## config.mk

```make
export PLATFORM = sky130hd
export DESIGN_NAME = cdod_dist
export DESIGN_NICKNAME = d
export VERILOG_FILES = /design/src/common/cdod_pkg.sv /design/src/core/cdod_dist.sv /design/src/core/cdod_out_div.sv
export SDC_FILE = /design/constraint.sdc
export NUM_CORES = 1
export LEC_CHECK = 0
export BUFFER_PORTS_ARGS = -buffer_cell sky130_fd_sc_hd__buf_2
export CAP_MARGIN = 0
export CORE_UTILIZATION = 44
export DETAILED_ROUTE_END_ITERATION = 6
export SLEW_MARGIN = 20
export SYNTH_ARGS = -nofsm -noshare
export SYNTH_HDL_FRONTEND = slang
export SYNTH_SLANG_ARGS = --single-unit
```

## constraint.sdc

```tcl
create_clock -name pclk -period 4 [get_ports pclk]
set_input_delay 0.6 -clock pclk [delete_from_list [all_inputs] [get_ports pclk]]
set_output_delay 0.6 -clock pclk [all_outputs]
set_load 0.005 [all_outputs]
```

## src/common/cdod_pkg.sv

```systemverilog
// Constants and types shared by the clock divider and output distribution block
package cdod_pkg;

	// --------------------------------------------------------------
	// Sizes
	// --------------------------------------------------------------
	localparam int NUM_OUT = 8;
	localparam int NUM_DIV = 6;
	localparam int ADDR_W = 12;
	localparam int IDX_W = 10;
	localparam int NUM_PINS = 5;

	// --------------------------------------------------------------
	// Register indices (byte address is four times the index)
	// --------------------------------------------------------------
	localparam logic [IDX_W-1:0] IDX_MUTE_QUAL_A = 10'h014;
	localparam logic [IDX_W-1:0] IDX_MUTE_QUAL_B = 10'h015;
	localparam logic [IDX_W-1:0] IDX_MUTE_ON_INVALID = 10'h016;
	localparam logic [IDX_W-1:0] IDX_MARGIN_EN = 10'h018;
	localparam logic [IDX_W-1:0] IDX_POST_DIV = 10'h038;
	localparam logic [IDX_W-1:0] IDX_FRAC_MOD = 10'h042;
	localparam logic [IDX_W-1:0] IDX_STATUS = 10'h050;
	localparam logic [IDX_W-1:0] IDX_OUT_CTRL [NUM_OUT] = '{10'h01F, 10'h020, 10'h022,
		10'h023, 10'h025, 10'h027, 10'h029, 10'h02B};
	localparam logic [IDX_W-1:0] IDX_DIV [NUM_DIV] = '{10'h021, 10'h024, 10'h026,
		10'h028, 10'h02A, 10'h02C};
	// Divider that feeds each output
	localparam int OUT_DIV [NUM_OUT] = '{0, 0, 1, 1, 2, 3, 4, 5};

	// --------------------------------------------------------------
	// Field positions
	// --------------------------------------------------------------
	localparam int PDIV_LSB = 2;
	localparam int PDIV_MSB = 4;
	localparam int MUX_LSB = 6;
	localparam int MUX_MSB = 7;
	localparam int EN_MSB = 5;
	localparam int LEG_P_LSB = 0;
	localparam int LEG_N_LSB = 2;
	localparam int FMT_LSB = 4;
	localparam int MOD_MSB = 1;
	localparam int ST_GATE_LSB = 8;
	localparam int ST_MUTE_LSB = 16;

	// --------------------------------------------------------------
	// Codes and limits
	// --------------------------------------------------------------
	localparam logic [1:0] MUX_PRI = 2'h0;
	localparam logic [1:0] MUX_SEC = 2'h1;
	localparam logic [1:0] FMT_SINGLE = 2'h1;
	localparam logic [7:0] QUAL_ARMED = 8'hFF;
	localparam logic [7:0] MARGIN_MIN_M1 = 8'h08;
	localparam logic [3:0] PDIV_MIN = 4'h2;
	localparam logic [3:0] PDIV_MAX = 4'h8;

	// --------------------------------------------------------------
	// Reset values
	// --------------------------------------------------------------
	localparam logic [7:0] RST_OUT_CTRL = 8'h00;
	localparam logic [7:0] RST_DIV = 8'h03;
	localparam logic [7:0] RST_POST_DIV = 8'h08;
	localparam logic [7:0] RST_MISC = 8'h00;

	typedef enum logic [1:0] {LEG_OFF, LEG_INPHASE, LEG_COMPL, LEG_SPARE} cdod_leg_t;

endpackage

```

## src/core/cdod_dist.sv

```systemverilog
// Post divider, output selectors, output dividers, gating and APB registers
// Operation
// - Post divider divides oscillator clock by 2 to 8 from field bits 4:2.
// - Outputs 4-7 each select primary, secondary or loop clock via bits 7:6.
// - A selected reference is passed at its own, undoubled frequency.
// - Six output dividers accept any divide value 1 through 256.
// - Outputs 0,1 share a divider, 2,3 share one, 4-7 have their own.
// - Glitch-free margining only above divide 8, enabled per divider bit.
// - Margined divide value changes never produce glitches or runt pulses.
// - Each output may be muted when its source turns invalid.
// - Source invalid: reference lost, or the loop reports unlock.
// - Writing zero to control bits 5:0 stops driving that output.
// - Single-ended legs each configurable complementary, in-phase or off.
// - Modulator order held in bits 1:0 of the fractional control register.
// - Output enable and mute change only while the output clock is low.
//
// Local design decisions: the register offsets and the APB interface to the registers.
`timescale 1ns/100ps
module cdod_dist (
	// Clock and reset
	input wire logic pclk,
	input wire logic presetn,
	// APB slave
	input wire logic psel,
	input wire logic penable,
	input wire logic pwrite,
	input wire logic [cdod_pkg::ADDR_W-1:0] paddr,
	input wire logic [31:0] pwdata,
	output logic [31:0] prdata,
	output logic pready,
	output logic pslverr,
	// Reference and loop status pins
	input wire logic pri_ref,
	input wire logic sec_ref,
	input wire logic pri_los,
	input wire logic sec_los,
	input wire logic pll_unlock,
	// Clock outputs
	output logic [cdod_pkg::NUM_OUT-1:0] clk_p,
	output logic [cdod_pkg::NUM_OUT-1:0] clk_n,
	output logic [cdod_pkg::NUM_OUT-1:0] clk_p_oe,
	output logic [cdod_pkg::NUM_OUT-1:0] clk_n_oe,
	// Modulator order to the fractional circuitry
	output logic [1:0] mod_order
);
	import cdod_pkg::*;

	// --------------------------------------------------------------
	// Registers
	// --------------------------------------------------------------
	logic [7:0] out_ctrl [NUM_OUT];
	logic [7:0] div_val [NUM_DIV];
	logic [7:0] mute_qualifier_a;
	logic [7:0] mute_qualifier_b;
	logic [7:0] mute_on_invalid_register;
	logic [7:0] margining_enable_register;
	logic [7:0] post_divider_control;
	logic [7:0] fractional_modulator_control;

	logic [IDX_W-1:0] idx;
	logic aligned;
	logic wr_go;
	logic [NUM_PINS-1:0] pin_meta;
	logic [NUM_PINS-1:0] pin_sync;
	logic pri_s;
	logic sec_s;
	logic pri_los_s;
	logic sec_los_s;
	logic unlock_s;
	logic [2:0] pcnt;
	logic [2:0] next_pcnt;
	logic [3:0] pdiv_n;
	logic pll_lvl;
	logic [NUM_DIV-1:0] src;
	logic [NUM_DIV-1:0] divclk;
	logic [NUM_OUT-1:0] src_invalid;
	logic [NUM_OUT-1:0] mute_now;
	logic [NUM_OUT-1:0] gate;
	logic [NUM_OUT-1:0] mute_g;
	logic [NUM_OUT-1:0] oclk;
	logic armed;

	assign idx = paddr[ADDR_W-1:2];
	assign aligned = (paddr[1:0] == 2'h0);
	assign wr_go = psel && penable && pready && pwrite && mapped(idx) && aligned;

	function automatic logic mapped(input logic [IDX_W-1:0] a);
		logic hit;
		hit = (a == IDX_MUTE_QUAL_A) || (a == IDX_MUTE_QUAL_B) || (a == IDX_MUTE_ON_INVALID) ||
			(a == IDX_MARGIN_EN) || (a == IDX_POST_DIV) || (a == IDX_FRAC_MOD) ||
			(a == IDX_STATUS);
		for (int i = 0; i < NUM_OUT; i++) begin
			hit = hit || (a == IDX_OUT_CTRL[i]);
		end
		for (int k = 0; k < NUM_DIV; k++) begin
			hit = hit || (a == IDX_DIV[k]);
		end
		return hit;
	endfunction

	function automatic logic [31:0] read_reg(input logic [IDX_W-1:0] a);
		logic [31:0] d;
		d = 32'h0000_0000;
		if (a == IDX_MUTE_QUAL_A) begin
			d[7:0] = mute_qualifier_a;
		end else if (a == IDX_MUTE_QUAL_B) begin
			d[7:0] = mute_qualifier_b;
		end else if (a == IDX_MUTE_ON_INVALID) begin
			d[7:0] = mute_on_invalid_register;
		end else if (a == IDX_MARGIN_EN) begin
			d[7:0] = margining_enable_register;
		end else if (a == IDX_POST_DIV) begin
			d[7:0] = post_divider_control;
		end else if (a == IDX_FRAC_MOD) begin
			d[7:0] = fractional_modulator_control;
		end else if (a == IDX_STATUS) begin
			d[2:0] = {unlock_s, sec_los_s, pri_los_s};
			d[ST_GATE_LSB +: NUM_OUT] = gate;
			d[ST_MUTE_LSB +: NUM_OUT] = mute_g;
		end
		for (int i = 0; i < NUM_OUT; i++) begin
			if (a == IDX_OUT_CTRL[i]) begin
				d[7:0] = out_ctrl[i];
			end
		end
		for (int k = 0; k < NUM_DIV; k++) begin
			if (a == IDX_DIV[k]) begin
				d[7:0] = div_val[k];
			end
		end
		return d;
	endfunction

	// --------------------------------------------------------------
	// APB slave: data prepared in setup, one access cycle, no waits
	// --------------------------------------------------------------
	always_ff @(posedge pclk or negedge presetn) begin
		if (!presetn) begin
			pready <= 1'b0;
			pslverr <= 1'b0;
			prdata <= 32'h0000_0000;
		end else begin
			pready <= psel && !penable;
			if (psel && !penable) begin
				pslverr <= !(mapped(idx) && aligned);
				prdata <= (!pwrite && aligned) ? read_reg(idx) : 32'h0000_0000;
			end
		end
	end

	always_ff @(posedge pclk or negedge presetn) begin
		if (!presetn) begin
			mute_qualifier_a <= RST_MISC;
			mute_qualifier_b <= RST_MISC;
			mute_on_invalid_register <= RST_MISC;
			margining_enable_register <= RST_MISC;
			post_divider_control <= RST_POST_DIV;
			fractional_modulator_control <= RST_MISC;
			for (int i = 0; i < NUM_OUT; i++) begin
				out_ctrl[i] <= RST_OUT_CTRL;
			end
			for (int k = 0; k < NUM_DIV; k++) begin
				div_val[k] <= RST_DIV;
			end
		end else if (wr_go) begin
			if (idx == IDX_MUTE_QUAL_A) begin
				mute_qualifier_a <= pwdata[7:0];
			end else if (idx == IDX_MUTE_QUAL_B) begin
				mute_qualifier_b <= pwdata[7:0];
			end else if (idx == IDX_MUTE_ON_INVALID) begin
				mute_on_invalid_register <= pwdata[7:0];
			end else if (idx == IDX_MARGIN_EN) begin
				margining_enable_register <= pwdata[7:0];
			end else if (idx == IDX_POST_DIV) begin
				post_divider_control <= pwdata[7:0];
			end else if (idx == IDX_FRAC_MOD) begin
				fractional_modulator_control <= pwdata[7:0];
			end
			for (int i = 0; i < NUM_OUT; i++) begin
				if (idx == IDX_OUT_CTRL[i]) begin
					out_ctrl[i] <= pwdata[7:0];
				end
			end
			for (int k = 0; k < NUM_DIV; k++) begin
				if (idx == IDX_DIV[k]) begin
					div_val[k] <= pwdata[7:0];
				end
			end
		end
	end

	always_ff @(posedge pclk or negedge presetn) begin
		if (!presetn) begin
			mod_order <= 2'h0;
		end else begin
			mod_order <= fractional_modulator_control[MOD_MSB:0];
		end
	end

	// --------------------------------------------------------------
	// Pin synchronisers
	// --------------------------------------------------------------
	always_ff @(posedge pclk or negedge presetn) begin
		if (!presetn) begin
			pin_meta <= '0;
			pin_sync <= '0;
		end else begin
			pin_meta <= {pll_unlock, sec_los, pri_los, sec_ref, pri_ref};
			pin_sync <= pin_meta;
		end
	end
	assign {unlock_s, sec_los_s, pri_los_s, sec_s, pri_s} = pin_sync;

	// --------------------------------------------------------------
	// Post divider; pclk stands in for the oscillator clock
	// --------------------------------------------------------------
	always_comb begin
		// Spare code 7 divides by the maximum
		pdiv_n = {1'b0, post_divider_control[PDIV_MSB:PDIV_LSB]} + PDIV_MIN;
		if (pdiv_n > PDIV_MAX) begin
			pdiv_n = PDIV_MAX;
		end
		next_pcnt = (pcnt >= 3'(pdiv_n - 4'h1)) ? 3'h0 : pcnt + 3'h1;
	end

	always_ff @(posedge pclk or negedge presetn) begin
		if (!presetn) begin
			// Last count of a period, so the first rise after reset opens a full period
			pcnt <= 3'({1'b0, RST_POST_DIV[PDIV_MSB:PDIV_LSB]} + PDIV_MIN - 4'h1);
			pll_lvl <= 1'b0;
		end else begin
			pcnt <= next_pcnt;
			pll_lvl <= ({1'b0, next_pcnt} < {1'b0, pdiv_n[3:1]});
		end
	end

	// --------------------------------------------------------------
	// Source selection, dividers and output stage
	// --------------------------------------------------------------
	assign armed = (mute_qualifier_a == QUAL_ARMED) && (mute_qualifier_b == QUAL_ARMED);

	function automatic logic pick(input logic [1:0] sel, input logic p, input logic s,
		input logic l);
		// References pass as received, never doubled
		return (sel == MUX_PRI) ? p : (sel == MUX_SEC) ? s : l;
	endfunction

	function automatic logic leg_on(input logic [1:0] m);
		return (m == LEG_INPHASE) || (m == LEG_COMPL) || (m == LEG_SPARE);
	endfunction

	function automatic logic leg_val(input logic [1:0] m, input logic c);
		return (m == LEG_COMPL) ? !c : (m == LEG_OFF) ? 1'b0 : c;
	endfunction

	genvar gk;
	generate
		for (gk = 0; gk < NUM_DIV; gk++) begin : g_div
			if (gk < 2) begin : g_pll
				assign src[gk] = pll_lvl;
			end else begin : g_mux
				assign src[gk] = pick(out_ctrl[gk + 2][MUX_MSB:MUX_LSB], pri_s, sec_s,
					pll_lvl);
			end
			cdod_out_div u_div (
				.pclk(pclk),
				.presetn(presetn),
				.src(src[gk]),
				.div_m1(div_val[gk]),
				.margin_en(margining_enable_register[gk]),
				.clk_out(divclk[gk])
			);
		end
	endgenerate

	genvar gi;
	generate
		for (gi = 0; gi < NUM_OUT; gi++) begin : g_out
			if (gi < 4) begin : g_lp
				assign src_invalid[gi] = unlock_s;
			end else begin : g_sel
				assign src_invalid[gi] = pick(out_ctrl[gi][MUX_MSB:MUX_LSB], pri_los_s,
					sec_los_s, unlock_s);
			end
			assign mute_now[gi] = mute_on_invalid_register[gi] && src_invalid[gi] && armed;
			assign oclk[gi] = divclk[OUT_DIV[gi]] && !mute_g[gi];

			// Gating moves only while the clock is low, so no runt pulse escapes
			always_ff @(posedge pclk or negedge presetn) begin
				if (!presetn) begin
					gate[gi] <= 1'b0;
					mute_g[gi] <= 1'b0;
				end else if (!divclk[OUT_DIV[gi]]) begin
					gate[gi] <= (out_ctrl[gi][EN_MSB:0] != 6'h00);
					mute_g[gi] <= mute_now[gi];
				end
			end

			always_ff @(posedge pclk or negedge presetn) begin
				if (!presetn) begin
					clk_p[gi] <= 1'b0;
					clk_n[gi] <= 1'b0;
					clk_p_oe[gi] <= 1'b0;
					clk_n_oe[gi] <= 1'b0;
				end else if (!gate[gi]) begin
					clk_p[gi] <= 1'b0;
					clk_n[gi] <= 1'b0;
					clk_p_oe[gi] <= 1'b0;
					clk_n_oe[gi] <= 1'b0;
				end else if (out_ctrl[gi][FMT_LSB +: 2] == FMT_SINGLE) begin
					clk_p[gi] <= leg_val(out_ctrl[gi][LEG_P_LSB +: 2], oclk[gi]);
					clk_n[gi] <= leg_val(out_ctrl[gi][LEG_N_LSB +: 2], oclk[gi]);
					clk_p_oe[gi] <= leg_on(out_ctrl[gi][LEG_P_LSB +: 2]);
					clk_n_oe[gi] <= leg_on(out_ctrl[gi][LEG_N_LSB +: 2]);
				end else begin
					clk_p[gi] <= oclk[gi];
					clk_n[gi] <= !oclk[gi];
					clk_p_oe[gi] <= 1'b1;
					clk_n_oe[gi] <= 1'b1;
				end
			end

			disable_off_a: assert property (@(posedge pclk) disable iff (!presetn)
				!gate[gi] |=> !clk_p_oe[gi] && !clk_n_oe[gi] && !clk_p[gi])
				else $error("disabled output still driven");
			gate_low_a: assert property (@(posedge pclk) disable iff (!presetn)
				$changed(gate[gi]) || $changed(mute_g[gi]) |-> !$past(divclk[OUT_DIV[gi]]))
				else $error("output gating changed while clock high");
			mute_hold_a: assert property (@(posedge pclk) disable iff (!presetn)
				gate[gi] && mute_g[gi] && (out_ctrl[gi][FMT_LSB +: 2] != FMT_SINGLE)
				|=> !clk_p[gi] && clk_n[gi])
				else $error("muted output still toggling");
			leg_off_a: assert property (@(posedge pclk) disable iff (!presetn)
				gate[gi] && (out_ctrl[gi][FMT_LSB +: 2] == FMT_SINGLE) &&
				(out_ctrl[gi][LEG_P_LSB +: 2] == LEG_OFF) |=> !clk_p_oe[gi])
				else $error("switched-off leg is driven");
		end
	endgenerate

	// --------------------------------------------------------------
	// Checks
	// --------------------------------------------------------------
	post_div_a: assert property (@(posedge pclk) disable iff (!presetn)
		$rose(pll_lvl) && $stable(post_divider_control) &&
		($past(post_divider_control, 2) == post_divider_control)
		|-> $past(pcnt) == 3'(pdiv_n - 4'h1))
		else $error("post divider period wrong");
	invalid_mute_a: assert property (@(posedge pclk) disable iff (!presetn)
		unlock_s && armed && mute_on_invalid_register[0] && !divclk[0] |=> mute_g[0])
		else $error("unlock did not request muting");
	sel_pri_a: assert property (@(posedge pclk) disable iff (!presetn)
		out_ctrl[4][MUX_MSB:MUX_LSB] == MUX_PRI |-> src[2] == pri_s)
		else $error("output four selector ignored primary choice");
	mod_order_a: assert property (@(posedge pclk) disable iff (!presetn)
		##1 mod_order == $past(fractional_modulator_control[MOD_MSB:0]))
		else $error("modulator order not forwarded");
	apb_ready_a: assert property (@(posedge pclk) disable iff (!presetn)
		psel && !penable |=> pready ##1 !pready)
		else $error("pready not a single access cycle");
	apb_err_a: assert property (@(posedge pclk) disable iff (!presetn)
		psel && !penable && !mapped(idx) |=> pslverr)
		else $error("unmapped access not flagged");
	mute_cov: cover property (@(posedge pclk) disable iff (!presetn) $rose(mute_g[4]));
	single_cov: cover property (@(posedge pclk) disable iff (!presetn)
		gate[4] && (out_ctrl[4][FMT_LSB +: 2] == FMT_SINGLE) ##1 $rose(clk_p[4]));
	ref_cov: cover property (@(posedge pclk) disable iff (!presetn)
		(out_ctrl[6][MUX_MSB:MUX_LSB] == MUX_SEC) && gate[6] ##1 $rose(clk_p[6]));

endmodule

```

## src/core/cdod_out_div.sv

```systemverilog
// One output divider with period-boundary reload of its divide value
`timescale 1ns/100ps
module cdod_out_div (
	// Clock and reset
	input wire logic pclk,
	input wire logic presetn,
	// Source and settings
	input wire logic src,
	input wire logic [7:0] div_m1,
	input wire logic margin_en,
	// Divided clock
	output logic clk_out
);
	import cdod_pkg::*;

	logic src_d;
	logic [7:0] cur;
	logic [8:0] cnt;
	logic [7:0] next_cur;
	logic [8:0] next_cnt;
	logic edge_ev;
	logic last;
	logic glitchless;

	// Both source edges are counted, so any divide value keeps a 50 % duty
	assign edge_ev = src ^ src_d;
	assign last = (cnt == {cur, 1'b1});
	assign glitchless = margin_en && (cur >= MARGIN_MIN_M1) && (div_m1 >= MARGIN_MIN_M1);

	always_comb begin
		next_cur = cur;
		next_cnt = cnt;
		if ((div_m1 != cur) && !glitchless) begin
			// Without margining the new value restarts the count at once
			next_cur = div_m1;
			next_cnt = 9'h000;
		end else if (edge_ev) begin
			if (last) begin
				next_cnt = 9'h000;
				next_cur = div_m1;
			end else begin
				next_cnt = cnt + 9'h001;
			end
		end
	end

	always_ff @(posedge pclk or negedge presetn) begin
		if (!presetn) begin
			src_d <= 1'b0;
			cur <= RST_DIV;
			cnt <= 9'h000;
			clk_out <= 1'b0;
		end else begin
			src_d <= src;
			cur <= next_cur;
			cnt <= next_cnt;
			clk_out <= (next_cnt <= {1'b0, next_cur});
		end
	end

	// --------------------------------------------------------------
	// Checks
	// --------------------------------------------------------------
	reload_edge_a: assert property (@(posedge pclk) disable iff (!presetn)
		glitchless && (div_m1 != cur) && !(edge_ev && last) |=> $stable(cur))
		else $error("divide value reloaded inside a margined period");
	wrap_a: assert property (@(posedge pclk) disable iff (!presetn)
		edge_ev && last |=> (cnt == 9'h000) && clk_out)
		else $error("divider did not wrap at the end of its period");
	margin_cov: cover property (@(posedge pclk) disable iff (!presetn)
		glitchless && (div_m1 != cur) ##[1:600] $changed(cur));

endmodule

```

## Word level (Yosys, flattened, before mapping)

Cells that the tools add are included.

| operators by class | value |
|---|---|
| add/sub/neg operators | 9 |
| $lt $le $gt $ge | 21 |
| equal/unequal tests | 95 |
| mux-type cells | 180 |
| bitwise gates (word level) | 10 |
| reductions and logical operators | 177 |

Operators by type and width:

| operator | number |
|---|---|
| 8-bit two-way mux | 37 |
| 9-bit two-way mux | 18 |
| 10-bit by 6-bit equality test with 1-bit output, second input constant | 14 |
| 1-bit two-way mux | 112 |
| 16-bit two-way mux | 7 |
| 8-bit by 4-bit greater-or-equal comparator with 1-bit output, second input constant | 12 |
| 2-bit equality test, second input constant | 32 |
| 2-bit by 1-bit equality test with 1-bit output, second input constant | 28 |
| 9-bit by 1-bit adder with 9-bit output, second input constant | 6 |
| 9-bit equality test | 6 |
| 9-bit by 8-bit less-or-equal comparator with 1-bit output | 6 |
| 1-bit logical OR | 52 |
| 1-bit logical AND | 51 |
| 10-bit by 5-bit equality test with 1-bit output, second input constant | 5 |
| 8-bit != test | 6 |
| 6-bit nonzero test | 8 |
| 2-bit logical NOT | 21 |
| 2-bit AND reduction | 15 |
| 1-bit logical NOT | 25 |
| 24-bit two-way mux | 1 |
| 10-bit by 7-bit equality test with 1-bit output, second input constant | 2 |
| 8-bit equality test, second input constant | 2 |
| 3-bit two-way mux | 3 |
| 7-bit AND reduction | 1 |
| other kinds (14) | 22 |

| storage, ports and cells | value |
|---|---|
| bits in registers | 371 |
| bits of input ports | 54 |
| output and inout bits | 68 |
| logic and storage cells | 591 |

## Logic depth before layout (Yosys ltp)

| logic depth | value |
|---|---|
| word-level depth | 24 |
| depth in mapped cells | 14 |
| gate-level depth less buffers | 12 |

## Hierarchy

Synthesis repeated with hierarchy kept, for this count alone.

| unflattened totals | value |
|---|---|
| cell total of the unflattened synthesis | 1800 |
| area, all modules | 19761.5 um^2 |

Modules (own cells, without submodules):

| module | instances | cells an instance | area an instance (um^2) | seq. area each (um^2) |
|---|---|---|---|---|
| cdod_dist | 1 | 1088 | 12025.3 | 6274.8 |
| cdod_out_div at g_div[0].u_div ... | 5 | 119 | 1288.7 | 478.0 |
| cdod_out_div at g_div[5].u_div | 1 | 117 | 1292.5 | 478.0 |

## Worst setup path before layout

No wires, ideal clock.

| path | value |
|---|---|
| kind | reg2reg |
| start point | register out_ctrl[14] (netlist bit) |
| end point | register g_div[4].u_div.clk_out |
| setup time | 0.072 ns |
| data arrival time | 3.352 ns |
| required time | 3.928 ns |
| setup slack | 0.577 ns |
| cell stages (with the launch flop) | 14 |
| path buffers | 1 |
| clock period less this slack | 3.423 ns |
| cell sequence | dfrtp_1 mux2_2 mux2i_1 xor2_1 o41ai_2 buf_4 mux2i_1 ha_1 nor2b_1 o21a_1 o21a_1 o211ai_1 a31oi_1 nor2_1 |

| on the way | value |
|---|---|
| longest elaborated chain between the ends | 7 |
| elaborated cells on any way between the ends | 10 |
| classes of those cells | order compare: 1; eq/ne: 1; mux: 6; bitwise: 1; reduce/logical: 1 |

RTL lines:

| what | line | RTL |
|---|---|---|
| start, declared | cdod_dist.sv:51 | `logic [7:0] out_ctrl [NUM_OUT];` |
| start signal, assigned by index | cdod_dist.sv:181 | `out_ctrl[i] <= pwdata[7:0];` |
| 2-bit by 1-bit equality test with 1-bit output | cdod_dist.sv:245 | `return (sel == MUX_PRI) ? p : (sel == MUX_SEC) ? s : l;` |
| 1-bit two-way mux | cdod_dist.sv:245 |  |
| 1-bit two-way mux * | cdod_dist.sv:245 |  |
| 1-bit bitwise XOR * | cdod_out_div.sv:26 | `assign edge_ev = src ^ src_d;` |
| 9-bit two-way mux / 8-bit two-way mux (equally long branches) | cdod_out_div.sv:37 | `end else if (edge_ev) begin` |
| 9-bit two-way mux / 8-bit two-way mux (equally long branches) | cdod_out_div.sv:33 | `if ((div_m1 != cur) && !glitchless) begin` |
| 9-bit by 8-bit less-or-equal comparator with 1-bit output * | cdod_out_div.sv:57 | `clk_out <= (next_cnt <= {1'b0, next_cur});` |
| end signal, assigned | cdod_out_div.sv:57 |  |
| end, declared | cdod_out_div.sv:12 | `output logic clk_out` |

Mark *: on every way between the ends. The rest lies on a longest branch, timed or not.
A chain may end at the register's enable or synchronous reset.

## Worst setup path in the final report

| path | value |
|---|---|
| start point | register pll_lvl |
| end point | register g_div[0].u_div.clk_out |

| on the way | value |
|---|---|
| longest elaborated chain between the ends | 4 |
| elaborated cells on any way between the ends | 6 |
| classes of those cells | order compare: 1; mux: 4; bitwise: 1 |

RTL lines:

| what | line | RTL |
|---|---|---|
| start, declared | cdod_dist.sv:73 | `logic pll_lvl;` |
| start signal, assigned | cdod_dist.sv:233 | `pll_lvl <= ({1'b0, next_pcnt} < {1'b0, pdiv_n[3:1]});` |
| 1-bit bitwise XOR | - |  |
| 9-bit two-way mux | cdod_out_div.sv:37 |  |
| 9-bit two-way mux | cdod_out_div.sv:33 |  |
| via g_div[0].u_div.next_cnt[1] | cdod_out_div.sv:20 | `logic [8:0] next_cnt;` |
| 9-bit by 8-bit less-or-equal comparator with 1-bit output | cdod_out_div.sv:57 |  |
| end signal, assigned | cdod_out_div.sv:57 |  |
| end, declared | cdod_out_div.sv:12 |  |

The timed path passes the listed nets, and every way through them passes these cells.

==> run summary <==
Slew Viols, Final - 0
CTS tree - built
Root Buffer - clkbuf_16
Tot GR Track Use - 0.2613
post_cts resized - 0
Seq/Total Area, Yosys - 0.4657
Hold/Removal Path Class - primary input to asynchronous set/reset pin
number of library cell types mapped by synthesis - 80
Setup Skew - 0.02132 ns
Mean Syn Cell Area - 10.82 µm²
port bufs - 89
vias - 14.85k
nets - 2,042
status - finished, final reports clean
H-tree depth - 2
Setup Crit Path Kind - flop to flop
vias in the first global route - 14.71k
DRT Wirelength - 58.05 mm
total grt overflow - 0
worst skew pair latency - 0.57 ns
nature of the critical path endpoint - flop
Hold Violations, Final - 0
period utilization - 0.8881
Slew @ Worst Pin - 1.129 ns
R2R Path End - g_div[0].u_div.clk_out$_DFF_PN0_
PnR Total Power - 0.01044 W
antenna viol nets, final - 0
#FFs+latches synth - 363
Top Ports - 122
Async SR Flop Fraction - 1.000
crit path time final - 3.552 ns
Hold Slack - 0.03535 ns
worst IR drop on VDD - 0.3386 mV
Most used DFF post-synth - dfrtp_1
crit path DAT - 4.03 ns
largest net degree at the start of global routing - 106
initial antenna violation count - 7
CP max FO - 14
DRT iter0 DRCs - 1,298
Post-Place Cells - 2,466
Reg2Reg Setup Slack - 0.45 ns
postcts setup bufs - 0
Die Height - 212.9 µm
Detailed Routing Iterations Pass 1 - 7
clk sink count - 363
clock buffer depth - 3
worst reg2reg path depth - 13
HPWL Detailed - 42.93 mm
Final Non-Filler Cells - 2,545
Final Wtd Congestion - 1.015
Critical Path RT - 4.48 ns
chip width - 212.9 µm
Setup Viol. Count Final - 0
synth warn - 0
starting density of the core - 0.4505
Lkg Pwr - 10.19 nW
max-cap violation count - 0
startpoint types - flop
drt drc - 0
Worst slew margin - 0.2406
first-pass GRT wire length - 89.51 mm
Vias/cell - 5.835
fill cell count - 3,962
die area - 45,350 µm²
cells after synthesis - 1,809
Syn-to-layout area delta - 13.66%
EDFF count, synth - 0
share of layout cells above drive strength 1 - 0.2468
RSZ-0062 raised after global routing - false
FP Rows - 76
TNS Setup - 0 ns
Avg WL per Cell - 22.81 µm
PD cells - 469.2 nW/µm²
core area - 43,460 µm²
Clock transition at path regs - 0.06 ns
Achievable Freq - 281.5 MHz
total CTS buffers - 42
area of the mapped netlist - 19,580 µm²
FF-to-FF Start - pll_lvl$_DFF_PN0_
hold_buf cts - 0
[power breakdown]
part	leakage (nW)	total, W	switching (W)	internal, W
clock network	0.648	0.00377	0.00156	0.00221
registers	4.80	0.00432	0.000323	0.00400
logic	4.74	0.00235	0.00132	0.00103
[sequential cells by signal, summed over array words and instances (netlist names), 3 cells and up]
register                      cells
mute_qualifier_b                  8
pcnt                              3
g_div.u_div.cnt                  54
fractional_modulator_control      8
mute_on_invalid_register          8
out_ctrl                         64
g_div.u_div.src_d                 5
pin_sync                          5
pin_meta                          5
margining_enable_register         8
prdata                           24
clk_p_oe                          8
g_div.u_div.cur                  48
div_val                          48
mute_g                            8
mute_qualifier_a                  8
g_div.u_div.clk_out               6
clk_n_oe                          8
clk_n                             8
gate                              8
post_divider_control              8
clk_p                             8
[critical path: stages (launching register included)]
cell       delay (ns)
dfrtp_1          0.54
xor2_1           0.28
nand2_1          0.12
or4_1            0.55
o31ai_4          0.30
buf_4            0.28
nor2_1           0.10
ha_1             0.31
nor2b_1          0.13
o21a_1           0.16
o21a_1           0.17
o211ai_1         0.19
nand4b_1         0.15
a2bb2oi_1        0.18
[cell usage after synthesis, types with 5 or more instances]
cell type / instances / area (µm²)
a211o_1: 5 / 43.79
a211oi_1: 14 / 105.1
a21oi_1: 63 / 315.3
a221oi_1: 5 / 43.79
a222oi_1: 5 / 50.05
a22o_1: 25 / 219.0
a22oi_1: 10 / 75.07
a31oi_1: 7 / 43.79
a32oi_1: 5 / 43.79
and2_1: 17 / 106.4
and3_1: 11 / 68.82
buf_2: 14 / 70.07
buf_4: 10 / 75.07
clkbuf_1: 51 / 191.4
dfrtp_1: 336 / 8408
dfstp_2: 27 / 709.4
ha_1: 63 / 788.3
inv_1: 78 / 292.8
mux2_2: 198 / 2230
mux2i_1: 37 / 370.4
nand2_1: 115 / 431.7
nand2b_1: 36 / 225.2
nand3_1: 31 / 155.2
nand3_2: 6 / 60.06
nand4_1: 60 / 375.4
nor2_1: 100 / 375.4
nor2b_1: 29 / 181.4
nor3_1: 33 / 165.2
nor4_1: 23 / 143.9
nor4_4: 6 / 127.6
o211ai_1: 10 / 75.07
o21a_1: 15 / 112.6
o21ai_0: 57 / 285.3
o221ai_1: 5 / 43.79
o22ai_1: 17 / 106.4
o31a_1: 6 / 52.55
o31ai_1: 8 / 60.06
or2_2: 10 / 62.56
or3_1: 8 / 50.05
or4_1: 30 / 225.2
xnor2_1: 120 / 1051
xor2_1: 30 / 262.8
[per-stage QoR]
step | instance area [µm²] | setup WS, ns | utilization
floorplan | 19610 | 0.5766 | -
CTS | 22250 | 0.4023 | 0.5119
finish | 22250 | 0.4476 | 0.5121
detailed placement | 20900 | 0.4207 | 0.4810
global placement | 20900 | 0.4851 | 0.4810
global route | 22250 | 0.09026 | 0.5120
[per-layer routing]
layer	vias up	routed length, µm	global-route usage
met5	-	27	0
met4	4	1711	0.09253
met3	112	3822	0.04074
met2	551	26030	0.3982
met1	7360	26460	0.3753
li1	6822	-	-
[placed cells by master, fill, tap and decap left out, drive strengths merged, types with 11 or more instances in the layout]
cell type / n
or4: 31
o21a: 15
nand2: 116
clkbuf: 59
ha: 63
a211oi: 14
dfstp: 27
a22o: 25
nor2b: 29
xnor2: 120
a21oi: 63
and2: 17
nand2b: 36
mux2: 198
nor4: 32
buf: 146
dfrtp: 336
nor2: 102
nand4: 60
inv: 80
nor3: 39
mux2i: 37
nand3: 37
o22ai: 17
o21ai: 58
xor2: 30
and3: 11
[final cells by class]
| class | count | area [µm²] | share of cell area |
|---|---|---|---|
| antenna | 3 | 7.507 | 0.0003373 |
| clock buffer | 59 | 1186 | 0.05330 |
| clock inverter | 17 | 158.9 | 0.007140 |
| inverter | 79 | 296.5 | 0.01333 |
| multi-input combinational | 1293 | 9809 | 0.4408 |
| sequential | 363 | 9117 | 0.4097 |
| tap | 585 | 732.0 | 0.03289 |
| timing repair buffer | 146 | 945.9 | 0.04251 |
[worst max-delay path by stage]
| stage | from | to | slack [ns] | depth (start not counted) |
|---|---|---|---|---|
| final | pll_lvl$_DFF_PN0_ | g_div[0].u_div.clk_out$_DFF_PN0_ | 0.45 | 13 |
| after global routing | out_ctrl[14]$_DFFE_PN0P_ | g_div[4].u_div.clk_out$_DFF_PN0_ | 0.09 | 13 |
| after CTS | out_ctrl[14]$_DFFE_PN0P_ | g_div[4].u_div.clk_out$_DFF_PN0_ | 0.40 | 13 |
| after detailed placement | out_ctrl[14]$_DFFE_PN0P_ | g_div[4].u_div.clk_out$_DFF_PN0_ | 0.42 | 13 |
| after global placement | out_ctrl[14]$_DFFE_PN0P_ | g_div[4].u_div.clk_out$_DFF_PN0_ | 0.49 | 13 |
| after floorplan | out_ctrl[14]$_DFFE_PN0P_ | g_div[4].u_div.clk_out$_DFF_PN0_ | 0.58 | 13 |
[logic make-up (layout without fill, tap and decap cells)]
family	count (synthesis)	count (layout)	synth area share
other cells	1	11	0.0001915
buf+inv	160	301	0.03464
flops	363	363	0.4657
mux	235	235	0.1328
xor+xnor	150	150	0.06710
fa+ha+maj	63	63	0.04026
simple gates	543	543	0.1547
compound gates	294	294	0.1046
Power figures use the tool's default switching activity.
